### src/pbc_pkg.sv
// Purpose: Shared constants and types for the loop bandwidth and programming control
// Assumes: One bus clock, byte-wide register port
// Notes: Register offsets are indexes into the three-register block
package pbc_pkg;
   localparam logic [1:0] pbc_off_ctrl = 2'h0;
   localparam logic [1:0] pbc_off_bw = 2'h1;
   localparam logic [1:0] pbc_off_prog = 2'h2;
   // Control register fields
   localparam int pbc_bit_irq_en = 7;
   localparam int pbc_bit_flag = 6;
   localparam int pbc_bit_enable = 5;
   localparam int pbc_bit_select = 4;
   localparam logic [3:0] pbc_ctrl_low_ones = 4'hF;
   // Bandwidth register fields
   localparam int pbc_bit_auto = 7;
   localparam int pbc_bit_lock = 6;
   localparam int pbc_bit_acq = 5;
   localparam int pbc_bit_xloss = 4;
   // Programming register fields
   localparam int pbc_mul_lsb = 4;
   localparam int pbc_vrs_lsb = 0;
   localparam logic [3:0] pbc_mul_reset = 4'h6;
   localparam logic [3:0] pbc_vrs_reset = 4'h6;
   localparam logic [3:0] pbc_mul_min = 4'h1;
   localparam logic pbc_enable_reset = 1'b1;
   // Crystal loss wait is N times this
   localparam int pbc_xloss_factor = 4;
   localparam logic [5:0] pbc_xloss_factor_w = 6'h04;
   typedef enum logic [1:0] {pbc_h_idle, pbc_h_wait, pbc_h_take, pbc_h_done} pbc_host_state_t;
endpackage

### src/pbc_if.sv
`timescale 1ns/10ps
`default_nettype none
// Purpose: Joins the clock control block and its host
// Assumes: Single clock domain
// Notes: Byte-wide register port plus system signals
interface pbc_if;
   logic cs;
   logic wr;
   logic rd;
   logic [1:0] addr;
   logic [7:0] wdata;
   logic [7:0] rdata;
   logic osc_enable_in;
   logic break_state;
   logic break_clear_enable;
   logic clockgen_irq_out;
   logic base_source_select;
   modport dev (input cs, wr, rd, addr, wdata, osc_enable_in, break_state, break_clear_enable,
      output rdata, clockgen_irq_out, base_source_select);
   modport host (output cs, wr, rd, addr, wdata, osc_enable_in, break_state, break_clear_enable,
      input rdata, clockgen_irq_out, base_source_select);
endinterface
`default_nettype wire

### src/pbc_sync.sv
`timescale 1ns/10ps
`default_nettype none
// Purpose: Two-stage synchroniser for detector levels
// Assumes: Inputs are levels
// Notes: First stage feeds only the second
module pbc_sync #(parameter int W = 2) (
   input wire logic sys_clk,
   input wire logic nrst,
   input wire logic ce,
   input wire logic [W-1:0] din,
   output logic [W-1:0] dout
);
   logic [W-1:0] meta;
   always_ff @(posedge sys_clk or negedge nrst) begin
      if (!nrst) begin
         meta <= '0;
         dout <= '0;
      end else if (ce) begin
         meta <= din;
         dout <= meta;
      end
   end
endmodule
`default_nettype wire

### src/pbc_dev.sv
`timescale 1ns/10ps
`default_nettype none
// Purpose: Clock generator digital control: bandwidth, lock, range and multiplier
// Assumes: Analog loop, oscillator and glitch-free switch outside
// Notes: Register reads and writes are single-cycle strobes
module pbc_dev (
   input wire logic sys_clk,
   input wire logic nrst,
   input wire logic ce,
   pbc_if.dev bus,
   input wire logic lock_det_in,
   input wire logic track_det_in,
   input wire logic xtal_active_in,
   input wire logic xloss_window_done_in,
   output logic vco_enable,
   output logic acq_force_track,
   output logic auto_mode,
   output logic [3:0] feedback_divide_ratio,
   output logic [3:0] vco_range_field,
   output logic hold_outputs_low
);
   logic irq_en, flag, enable, sel, auto_bit, acq_man, xloss, irq_q, sel_q;
   logic [7:0] rdata_q;
   logic [3:0] mul, vrs;
   logic [1:0] det;
   logic lock_s, track_s, lock_prev;
   logic wr_ctrl, wr_bw, wr_prog, rd_ctrl, clr_ok, lock_edge;

   pbc_sync #(.W(2)) u_sync (
      .sys_clk(sys_clk),
      .nrst(nrst),
      .ce(ce),
      .din({lock_det_in, track_det_in}),
      .dout(det)
   );
   assign lock_s = det[1];
   assign track_s = det[0];

   function automatic logic hit(input logic [1:0] a, input logic [1:0] off);
      hit = bus.cs && (a == off);
   endfunction

   assign wr_ctrl = bus.wr && hit(bus.addr, pbc_pkg::pbc_off_ctrl);
   assign wr_bw = bus.wr && hit(bus.addr, pbc_pkg::pbc_off_bw);
   assign wr_prog = bus.wr && hit(bus.addr, pbc_pkg::pbc_off_prog);
   assign rd_ctrl = bus.rd && hit(bus.addr, pbc_pkg::pbc_off_ctrl);
   assign clr_ok = !bus.break_state || bus.break_clear_enable;
   assign lock_edge = auto_bit && (lock_s != lock_prev);

   ////////////////////////////////////////////////////////////////
   // Bandwidth control
   always_ff @(posedge sys_clk or negedge nrst) begin
      if (!nrst) begin
         auto_bit <= 1'b0;
         acq_man <= 1'b0;
         lock_prev <= 1'b0;
      end else if (ce) begin
         lock_prev <= lock_s;
         if (wr_bw) begin
            auto_bit <= bus.wdata[pbc_pkg::pbc_bit_auto];
            if (!auto_bit) begin
               acq_man <= bus.wdata[pbc_pkg::pbc_bit_acq];
            end
         end
      end
   end

   // Crystal loss latch, valid only with VCO selected
   always_ff @(posedge sys_clk or negedge nrst) begin
      if (!nrst) begin
         xloss <= 1'b0;
      end else if (ce) begin
         if (!sel) begin
            xloss <= 1'b0;
         end else if (wr_bw && bus.wdata[pbc_pkg::pbc_bit_xloss]) begin
            xloss <= 1'b1;
         end else if (xloss && xloss_window_done_in && xtal_active_in) begin
            xloss <= 1'b0;
         end
      end
   end

   ////////////////////////////////////////////////////////////////
   // Control register
   always_ff @(posedge sys_clk or negedge nrst) begin
      if (!nrst) begin
         irq_en <= 1'b0;
         enable <= pbc_pkg::pbc_enable_reset;
         sel <= 1'b0;
      end else if (ce) begin
         if (!bus.osc_enable_in && sel) begin
            sel <= 1'b0;
         end else if (vrs == 4'h0) begin
            enable <= 1'b0;
            sel <= 1'b0;
         end else if (wr_ctrl) begin
            irq_en <= auto_bit && bus.wdata[pbc_pkg::pbc_bit_irq_en];
            // Select may not set while enable is clear; enable held while selected
            enable <= bus.wdata[pbc_pkg::pbc_bit_enable] || sel;
            sel <= bus.wdata[pbc_pkg::pbc_bit_select] && enable;
         end
         if (!auto_bit) begin
            irq_en <= 1'b0;
         end
      end
   end

   // Lock-change flag: set wins over clear
   always_ff @(posedge sys_clk or negedge nrst) begin
      if (!nrst) begin
         flag <= 1'b0;
      end else if (ce) begin
         if (!auto_bit) begin
            flag <= 1'b0;
         end else if (lock_edge) begin
            flag <= 1'b1;
         end else if (rd_ctrl && clr_ok) begin
            flag <= 1'b0;
         end
      end
   end

   ////////////////////////////////////////////////////////////////
   // Programming register
   always_ff @(posedge sys_clk or negedge nrst) begin
      if (!nrst) begin
         mul <= pbc_pkg::pbc_mul_reset;
         vrs <= pbc_pkg::pbc_vrs_reset;
      end else if (ce) begin
         if (wr_prog && !enable) begin
            mul <= bus.wdata[pbc_pkg::pbc_mul_lsb +: 4];
            vrs <= bus.wdata[pbc_pkg::pbc_vrs_lsb +: 4];
         end
      end
   end

   ////////////////////////////////////////////////////////////////
   // Outputs and read data; wait mode has no input, so nothing changes
   function automatic logic [7:0] ctrl_image(input logic ie, input logic fl, input logic am,
      input logic en, input logic bs);
      ctrl_image = {ie, fl && am, en, bs, pbc_pkg::pbc_ctrl_low_ones};
   endfunction

   function automatic logic [7:0] bw_image(input logic am, input logic lk, input logic tr,
      input logic ma, input logic xl, input logic bs);
      bw_image = {am, lk && am, am ? tr : ma, xl && bs, 4'h0};
   endfunction

   // Pin gate for stop mode
   function automatic logic run_gate(input logic v);
      run_gate = bus.osc_enable_in && v;
   endfunction

   // Read data follows the address every cycle
   always_ff @(posedge sys_clk or negedge nrst) begin
      if (!nrst) begin
         rdata_q <= 8'h00;
      end else if (ce) begin
         unique case (bus.addr)
            pbc_pkg::pbc_off_ctrl: rdata_q <= ctrl_image(irq_en, flag, auto_bit, enable, sel);
            pbc_pkg::pbc_off_bw: rdata_q <= bw_image(auto_bit, lock_s, track_s, acq_man, xloss, sel);
            pbc_pkg::pbc_off_prog: rdata_q <= {mul, vrs};
            default: rdata_q <= 8'h00;
         endcase
      end
   end

   // Pins toward system integration
   always_ff @(posedge sys_clk or negedge nrst) begin
      if (!nrst) begin
         irq_q <= 1'b0;
         sel_q <= 1'b0;
         hold_outputs_low <= 1'b0;
      end else if (ce) begin
         irq_q <= run_gate(auto_bit && irq_en && flag);
         sel_q <= run_gate(sel);
         hold_outputs_low <= !bus.osc_enable_in;
      end
   end

   // Loop control outputs
   always_ff @(posedge sys_clk or negedge nrst) begin
      if (!nrst) begin
         vco_enable <= 1'b0;
         acq_force_track <= 1'b0;
         auto_mode <= 1'b0;
      end else if (ce) begin
         vco_enable <= enable;
         acq_force_track <= acq_man;
         auto_mode <= auto_bit;
      end
   end

   // Divider and range outputs
   always_ff @(posedge sys_clk or negedge nrst) begin
      if (!nrst) begin
         feedback_divide_ratio <= pbc_pkg::pbc_mul_reset;
         vco_range_field <= pbc_pkg::pbc_vrs_reset;
      end else if (ce) begin
         feedback_divide_ratio <= (mul == 4'h0) ? pbc_pkg::pbc_mul_min : mul;
         vco_range_field <= vrs;
      end
   end
   assign bus.rdata = rdata_q;
   assign bus.clockgen_irq_out = irq_q;
   assign bus.base_source_select = sel_q;
endmodule
`default_nettype wire

### src/flat_wrapper.sv
// flat-port wrapper written by rule: the top's interface ports become plain ports
module pbc_dev_flat 
  (sys_clk, nrst, ce, lock_det_in, track_det_in, xtal_active_in, xloss_window_done_in, vco_enable, acq_force_track, auto_mode, feedback_divide_ratio, vco_range_field, hold_outputs_low, bus_cs, bus_wr, bus_rd, bus_addr, bus_wdata, bus_osc_enable_in, bus_break_state, bus_break_clear_enable, bus_rdata, bus_clockgen_irq_out, bus_base_source_select);
  pbc_if bus_i ();
  input wire logic sys_clk;
  input wire logic nrst;
  input wire logic ce;
  input wire logic lock_det_in;
  input wire logic track_det_in;
  input wire logic xtal_active_in;
  input wire logic xloss_window_done_in;
  output logic vco_enable;
  output logic acq_force_track;
  output logic auto_mode;
  output logic [3:0] feedback_divide_ratio;
  output logic [3:0] vco_range_field;
  output logic hold_outputs_low;
  input wire logic [$bits(bus_i.cs)-1:0] bus_cs;
  input wire logic [$bits(bus_i.wr)-1:0] bus_wr;
  input wire logic [$bits(bus_i.rd)-1:0] bus_rd;
  input wire logic [$bits(bus_i.addr)-1:0] bus_addr;
  input wire logic [$bits(bus_i.wdata)-1:0] bus_wdata;
  input wire logic [$bits(bus_i.osc_enable_in)-1:0] bus_osc_enable_in;
  input wire logic [$bits(bus_i.break_state)-1:0] bus_break_state;
  input wire logic [$bits(bus_i.break_clear_enable)-1:0] bus_break_clear_enable;
  output wire logic [$bits(bus_i.rdata)-1:0] bus_rdata;
  output wire logic [$bits(bus_i.clockgen_irq_out)-1:0] bus_clockgen_irq_out;
  output wire logic [$bits(bus_i.base_source_select)-1:0] bus_base_source_select;
  assign bus_i.cs = bus_cs;
  assign bus_i.wr = bus_wr;
  assign bus_i.rd = bus_rd;
  assign bus_i.addr = bus_addr;
  assign bus_i.wdata = bus_wdata;
  assign bus_i.osc_enable_in = bus_osc_enable_in;
  assign bus_i.break_state = bus_break_state;
  assign bus_i.break_clear_enable = bus_break_clear_enable;
  assign bus_rdata = bus_i.rdata;
  assign bus_clockgen_irq_out = bus_i.clockgen_irq_out;
  assign bus_base_source_select = bus_i.base_source_select;
  pbc_dev u_core (.sys_clk(sys_clk), .nrst(nrst), .ce(ce), .bus(bus_i), .lock_det_in(lock_det_in), .track_det_in(track_det_in), .xtal_active_in(xtal_active_in), .xloss_window_done_in(xloss_window_done_in), .vco_enable(vco_enable), .acq_force_track(acq_force_track), .auto_mode(auto_mode), .feedback_divide_ratio(feedback_divide_ratio), .vco_range_field(vco_range_field), .hold_outputs_low(hold_outputs_low));
endmodule
### config.mk
export PLATFORM = sky130hd
export DESIGN_NAME = pbc_dev_flat
export DESIGN_NICKNAME = d
export VERILOG_FILES = /design/src/pbc_pkg.sv /design/src/pbc_if.sv /design/src/pbc_sync.sv /design/src/pbc_dev.sv /design/src/flat_wrapper.sv
export SDC_FILE = /design/constraint.sdc
export NUM_CORES = 1
export LEC_CHECK = 0
export ABC_CLOCK_PERIOD_IN_PS = 3100
export BUFFER_PORTS_ARGS = -buffer_cell sky130_fd_sc_hd__buf_2
export CORE_MARGIN = 2
export CORE_UTILIZATION = 45
export DETAILED_ROUTE_END_ITERATION = 10
export GPL_TIMING_DRIVEN = 1
export HOLD_SLACK_MARGIN = 0.08
export PLACE_DENSITY = 0.69
export SKIP_CTS_REPAIR_TIMING = 1
export SYNTH_ARGS = -nofsm -noshare
export SYNTH_HDL_FRONTEND = slang
export SYNTH_HIERARCHICAL = 1
export SYNTH_SLANG_ARGS = --single-unit
### constraint.sdc
create_clock -name sys_clk -period 3.1 [get_ports sys_clk]
set_clock_uncertainty 0.1 [all_clocks]
set_input_delay 0.31 -clock sys_clk [delete_from_list [all_inputs] [get_ports sys_clk]]
set_output_delay 0.31 -clock sys_clk [all_outputs]
set_load 0.05 [all_outputs]
## After elaboration in Yosys (flattened, before gate mapping)

Index checks and enable logic that the tools add are counted.

| cells by class | value |
|---|---|
| equality and inequality tests | 8 |
| mux-type cells | 18 |
| bitwise logic cells | 2 |
| reductions and logical operators | 41 |

Operator list:

| operator | count |
|---|---|
| one-hot mux 8 bit (3 select lines) | 1 |
| logical AND 1 bit | 23 |
| two-way mux 1 bit | 16 |
| AND reduction 2 bit | 5 |
| logical NOT 4 bit | 2 |
| != test 2 bit, second input constant | 3 |
| != test 3 bit, second input constant | 2 |
| AND reduction 3 bit | 2 |
| two-way mux 4 bit | 1 |
| AND reduction 4 bit | 1 |
| logical NOT 1 bit | 3 |
| nonzero test 3 bit | 1 |
| == test 2 x 1 -> 1 bit, second input constant | 1 |
| == test 2 bit, second input constant | 1 |
| logical NOT 2 bit | 1 |
| logical OR 1 bit | 2 |
| inverter 1 bit | 2 |
| nonzero test 2 bit | 1 |
| != test 1 bit | 1 |

| word-level totals | value |
|---|---|
| register bits | 42 |
| input port bits | 23 |
| output and inout bits | 22 |
| word-level logic and storage cells | 90 |

## Depth between registers and ports, before layout

| logic depth | value |
|---|---|
| word-level depth | 7 |
| depth in mapped cells | 5 |
| gate-level depth less buffers | 4 |

## Cells and area by module

The synthesis kept the hierarchy.

By module, submodules not included:

| module | times used | cells an instance | area an instance (um^2) | seq. area each (um^2) |
|---|---|---|---|---|
| pbc_dev | 1 | 146 | 1761.7 | 962.2 |
| pbc_sync | 1 | 8 | 145.1 | 100.1 |

## Worst setup path before layout

Ideal clock, no wire load.

| timing path | value |
|---|---|
| path kind | register to register |
| start point | reg u_core.vrs[0] |
| end point | reg u_core.enable |
| library setup time | 82 ps |
| data arrival time | 1221 ps |
| required time | 2918 ps |
| setup slack | 1697 ps |
| cell stages (with the launch flop) | 5 |
| path buffers | 0 |
| clock period less this slack | 1403 ps |
| cells stage by stage | dfrtp_1 -> nor4_2 -> nand3b_1 -> nor3b_1 -> a211o_1 |

| between the ends | value |
|---|---|
| cells in the longest elaborated chain, start to end | 3 |
| elaborated cells on any way between the ends | 4 |
| those cells by class | mux (1); reduce/logical (3) |

Ends and longest elaborated chain:

| element | RTL line | source |
|---|---|---|
| start: declaration | pbc_dev.sv:24 | `logic [3:0] mul, vrs;` |
| start signal: assignment | pbc_dev.sv:128 | `vrs <= pbc_pkg::pbc_vrs_reset;` |
| start signal: assignment | pbc_dev.sv:132 | `vrs <= bus.wdata[pbc_pkg::pbc_vrs_lsb +: 4];` |
| logical NOT 4 bit (*) | pbc_dev.sv:93 | `end else if (vrs == 4'h0) begin` |
| nonzero test 2 bit (no source line) | - |  |
| AND reduction 3 bit (no source line) | - |  |
| end signal: assignment | pbc_dev.sv:88 | `enable <= pbc_pkg::pbc_enable_reset;` |
| end signal: assignment | pbc_dev.sv:99 | `enable <= bus.wdata[pbc_pkg::pbc_bit_enable] \|\| sel;` |
| end: declaration | pbc_dev.sv:22 | `logic irq_en, flag, enable, sel, auto_bit, acq_man, xloss, irq_q, sel_q;` |

Every way passes the cells marked *; elsewhere a longest branch is shown, timed or not.
A chain may end at the register's enable or synchronous reset.

## Final worst setup path

Same ends and word-level chain as after synthesis.

==> metrics.yaml <==
run_status:
  status: "finished, final reports clean"
logic_synthesis:
  yosys_warnings: 6
  synth_area_per_cell_um2: 12.4
  yosys.area_share.simple_pct: 10.6
  synthAdderAreaFrac_pct: 0
  synthTopCellsByArea: "dfrtp_1, mux2_2, dfstp_2"
  synth.cell_area_um2: 1910
  synthMuxAreaShare_pct: 18.6
  netlist_instances: 154
  synth_edf_count: 0
  synthArstFlopShare_pct: 100
  ys_ff_latch: 42
  syn_nets: 177
  synth-xor-area-share_pct: 0.459
  synth_compound_area_share_pct: 10.6
  synth_area_leader_cell: "dfrtp_1"
  synth_cell_types: 35
  synth_ff_type: "dfrtp_1"
  synthDominantCellAreaShare_pct: 43.3
  yosysSeqAreaShare_pct: 55.7
  synth_top_family_by_area: "multiplexers"
clock_network:
  clk_pin_slew_ps: 80
  cts-root-buf: "clkbuf_8"
  clkLatencyLatePin_ps: 290
  clockBufferDepth: 2
  htreeDepth: 2
  cts_sinks: 42
  cts_tree: "yes"
  cts_made_buffers: 5
global_route:
  track_usage_pct: 18.3
  grt_max_degree: 43
  grt_pass1_vias: 1489
  antenna_found_initial: 0
  grt_pass1_wl_mm: 7.05
  grt_overflow: 0
setup_path:
  reg2reg_slack_ps: 1480
  rr_startpoint: "u_core/vrs[0]"
  crit_slowest_cell: "nor4_2"
  cp_data_arrival_time_ps: 1740
  crit_family: "simple AND/OR/NAND/NOR gates"
  start_kind: "register"
  path_buf_inv: 0
  path_cells: "nor4_2 -> nand3b_1 -> o21ai_0 -> a211o_1"
  reg2reg_depth: 4
  crit_required_ps: 3220
  cpPeakStageDelay_ps: 460
  path_max_fanout: 4
  endpoint_kind: "register"
  reg2reg_to: "u_core/enable"
  critPathKind: "reg -> reg"
timing:
  grt_setup_unrepaired: "false"
  setup_viol: 0
  period_share_pct: 52.2
  max_clock_freq_mhz: 618
  fin_crit_ps: 1620
  slew_headroom_pct: 39.6
  setup_tns_ps: 0
  tightest_slew_ps: 906
  hold_violations: 0
  drv_slew: 0
detailed_routing:
  drtAntennaViolNets: 0
  first_pass_iters: 4
  via_per_inst: 5.49
  drt_iter0_markers: 112
  routed_wl_mm: 3.84
  remaining_drc_errors: 0
  post_drt_wl_per_cell_um: 15.4
  num_vias: 1366
die:
  rows: 23
  dieHeight_um: 69.1
  start_util_pct: 47.3
  dieArea_um2: 4770
  die_w_um: 69.1
  core_um2: 4030
  io_pins: 45
flow_run:
  cap_violations: 0
power_and_ir_drop:
  peakVddDrop_v: 0.000369
  p_leak_nw: 1.07
  power.density_nw_per_um2: 688
finish:
  area_growth_syn_to_layout_pct: 18.0
  fill_cells: 358
  finish.net_count: 221
  instances_no_fill: 249
  postLayoutCellArea_um2: 2250
  drive_gt1_share_pct: 46.7
  num_antenna_cells: 0
place:
  portBuffers: 44
  dp_hpwl_mm: 2.80
  place_congestion: 0.839
  placed_area_um2: 2160
  place_inst: 241
worst_hold_path:
  hold_path.class: "in -> async"
routing by layer:
layer	vias up	global-route usage (%)	wire [um]	share of wire [%]
li1	633	-	-	-
met1	681	24.7	1770	46
met2	44	28.1	1810	47
met3	8	4.82	183	4.8
met4	0	7.19	79	2.1
met5	-	0	0	0
state kept, by name (all words and copies together) (netlist names), 2 cells and up:
register                      cells
u_core/mul                        4
u_core/vrs                        4
u_core/feedback_divide_ratio      4
u_core/bus.rdata                  8
u_core/vco_range_field            4
u_core/u_sync/dout                2
u_core/u_sync/meta                2
per-stage QoR:
stage / utilization (%) / total power, W / setup slack, ps / hold slack [ps]
after CTS: 55.9 / 0.00156 / 1480 / 75.1
final: 55.9 / 0.00155 / 1480 / 46.8
after global routing: 55.9 / 0.00164 / 1400 / 121
after floorplan: - / 0.00108 / 1700 / -85.6
after detailed placement: 53.6 / 0.00120 / 1460 / 368
after global placement: 53.6 / 0.00119 / 1520 / 366
kinds of logic (layout without fill, tap and decap cells):
| group | after synthesis | in the layout |
|---|---|---|
| buffers and inverters | 18 | 63 |
| flip-flops | 42 | 42 |
| AO/OA/AOI/OAI | 30 | 30 |
| multiplexers | 32 | 32 |
| AND/OR/NAND/NOR | 31 | 31 |
| XOR/XNOR | 1 | 1 |
cell usage in the layout (no fill, tap or decap), types with 2 or more instances in the layout:
| master | netlist | routed |
|---|---|---|
| nor2b_1 | 2 | 2 |
| nand4_1 | 2 | 2 |
| mux2_2 | 27 | 27 |
| buf_2 | 3 | 44 |
| nand3b_1 | 2 | 2 |
| nand2_1 | 9 | 9 |
| a21oi_1 | 3 | 3 |
| o21ai_0 | 8 | 8 |
| dfrtp_1 | 33 | 33 |
| o221ai_1 | 2 | 2 |
| a21o_1 | 4 | 4 |
| nor3b_1 | 2 | 2 |
| a211oi_1 | 5 | 5 |
| inv_1 | 9 | 9 |
| nor3_1 | 2 | 2 |
| clkbuf_8 | 0 | 6 |
| mux2i_1 | 5 | 5 |
| dfstp_2 | 9 | 9 |
| nor2_1 | 7 | 7 |
power breakdown:
part	switching (W)	internal, W
Combinational	0.000298	0.000147
Clock	0.000178	0.000180
Sequential	0.0000784	0.000668
Total	0.000554	0.000995
cell type report:
type / count / area (um^2) / share of cell area [%]
Clock buffer: 7 / 86.3 / 3.84
Clock inverter: 1 / 5.00 / 0.222
Inverter: 10 / 40.0 / 1.78
Multi-Input combinational cell: 94 / 767 / 34.1
Sequential cell: 42 / 1060 / 47.2
Tap cell: 50 / 62.6 / 2.78
Timing Repair Buffer: 45 / 228 / 10.1
worst max-delay path by stage:
stage / endpoint / startpoint / cells past startpoint / slack [ps]
6_report: u_core/enable / u_core/vrs[0] / 4 / 1480
5_1_grt: u_core/enable / u_core/vrs[0] / 4 / 1400
4_1_cts: u_core/enable / u_core/vrs[0] / 4 / 1480
3_5_place_dp: u_core/vrs[0] / ce / 5 / 1460
3_3_place_gp: u_core/vrs[3] / ce / 5 / 1520
2_1_floorplan: u_core/enable / u_core/vrs[0] / 4 / 1700
Yosys cell counts, types with 2 or more instances:
master	n
a211oi_1	5
a21o_1	4
a21oi_1	3
buf_2	3
clkbuf_1	4
dfrtp_1	33
dfstp_2	9
inv_1	9
mux2_2	27
mux2i_1	5
nand2_1	9
nand3b_1	2
nand4_1	2
nor2_1	7
nor2b_1	2
nor3_1	2
nor3b_1	2
o21ai_0	8
o221ai_1	2
Power figures use the tool's default switching activity.
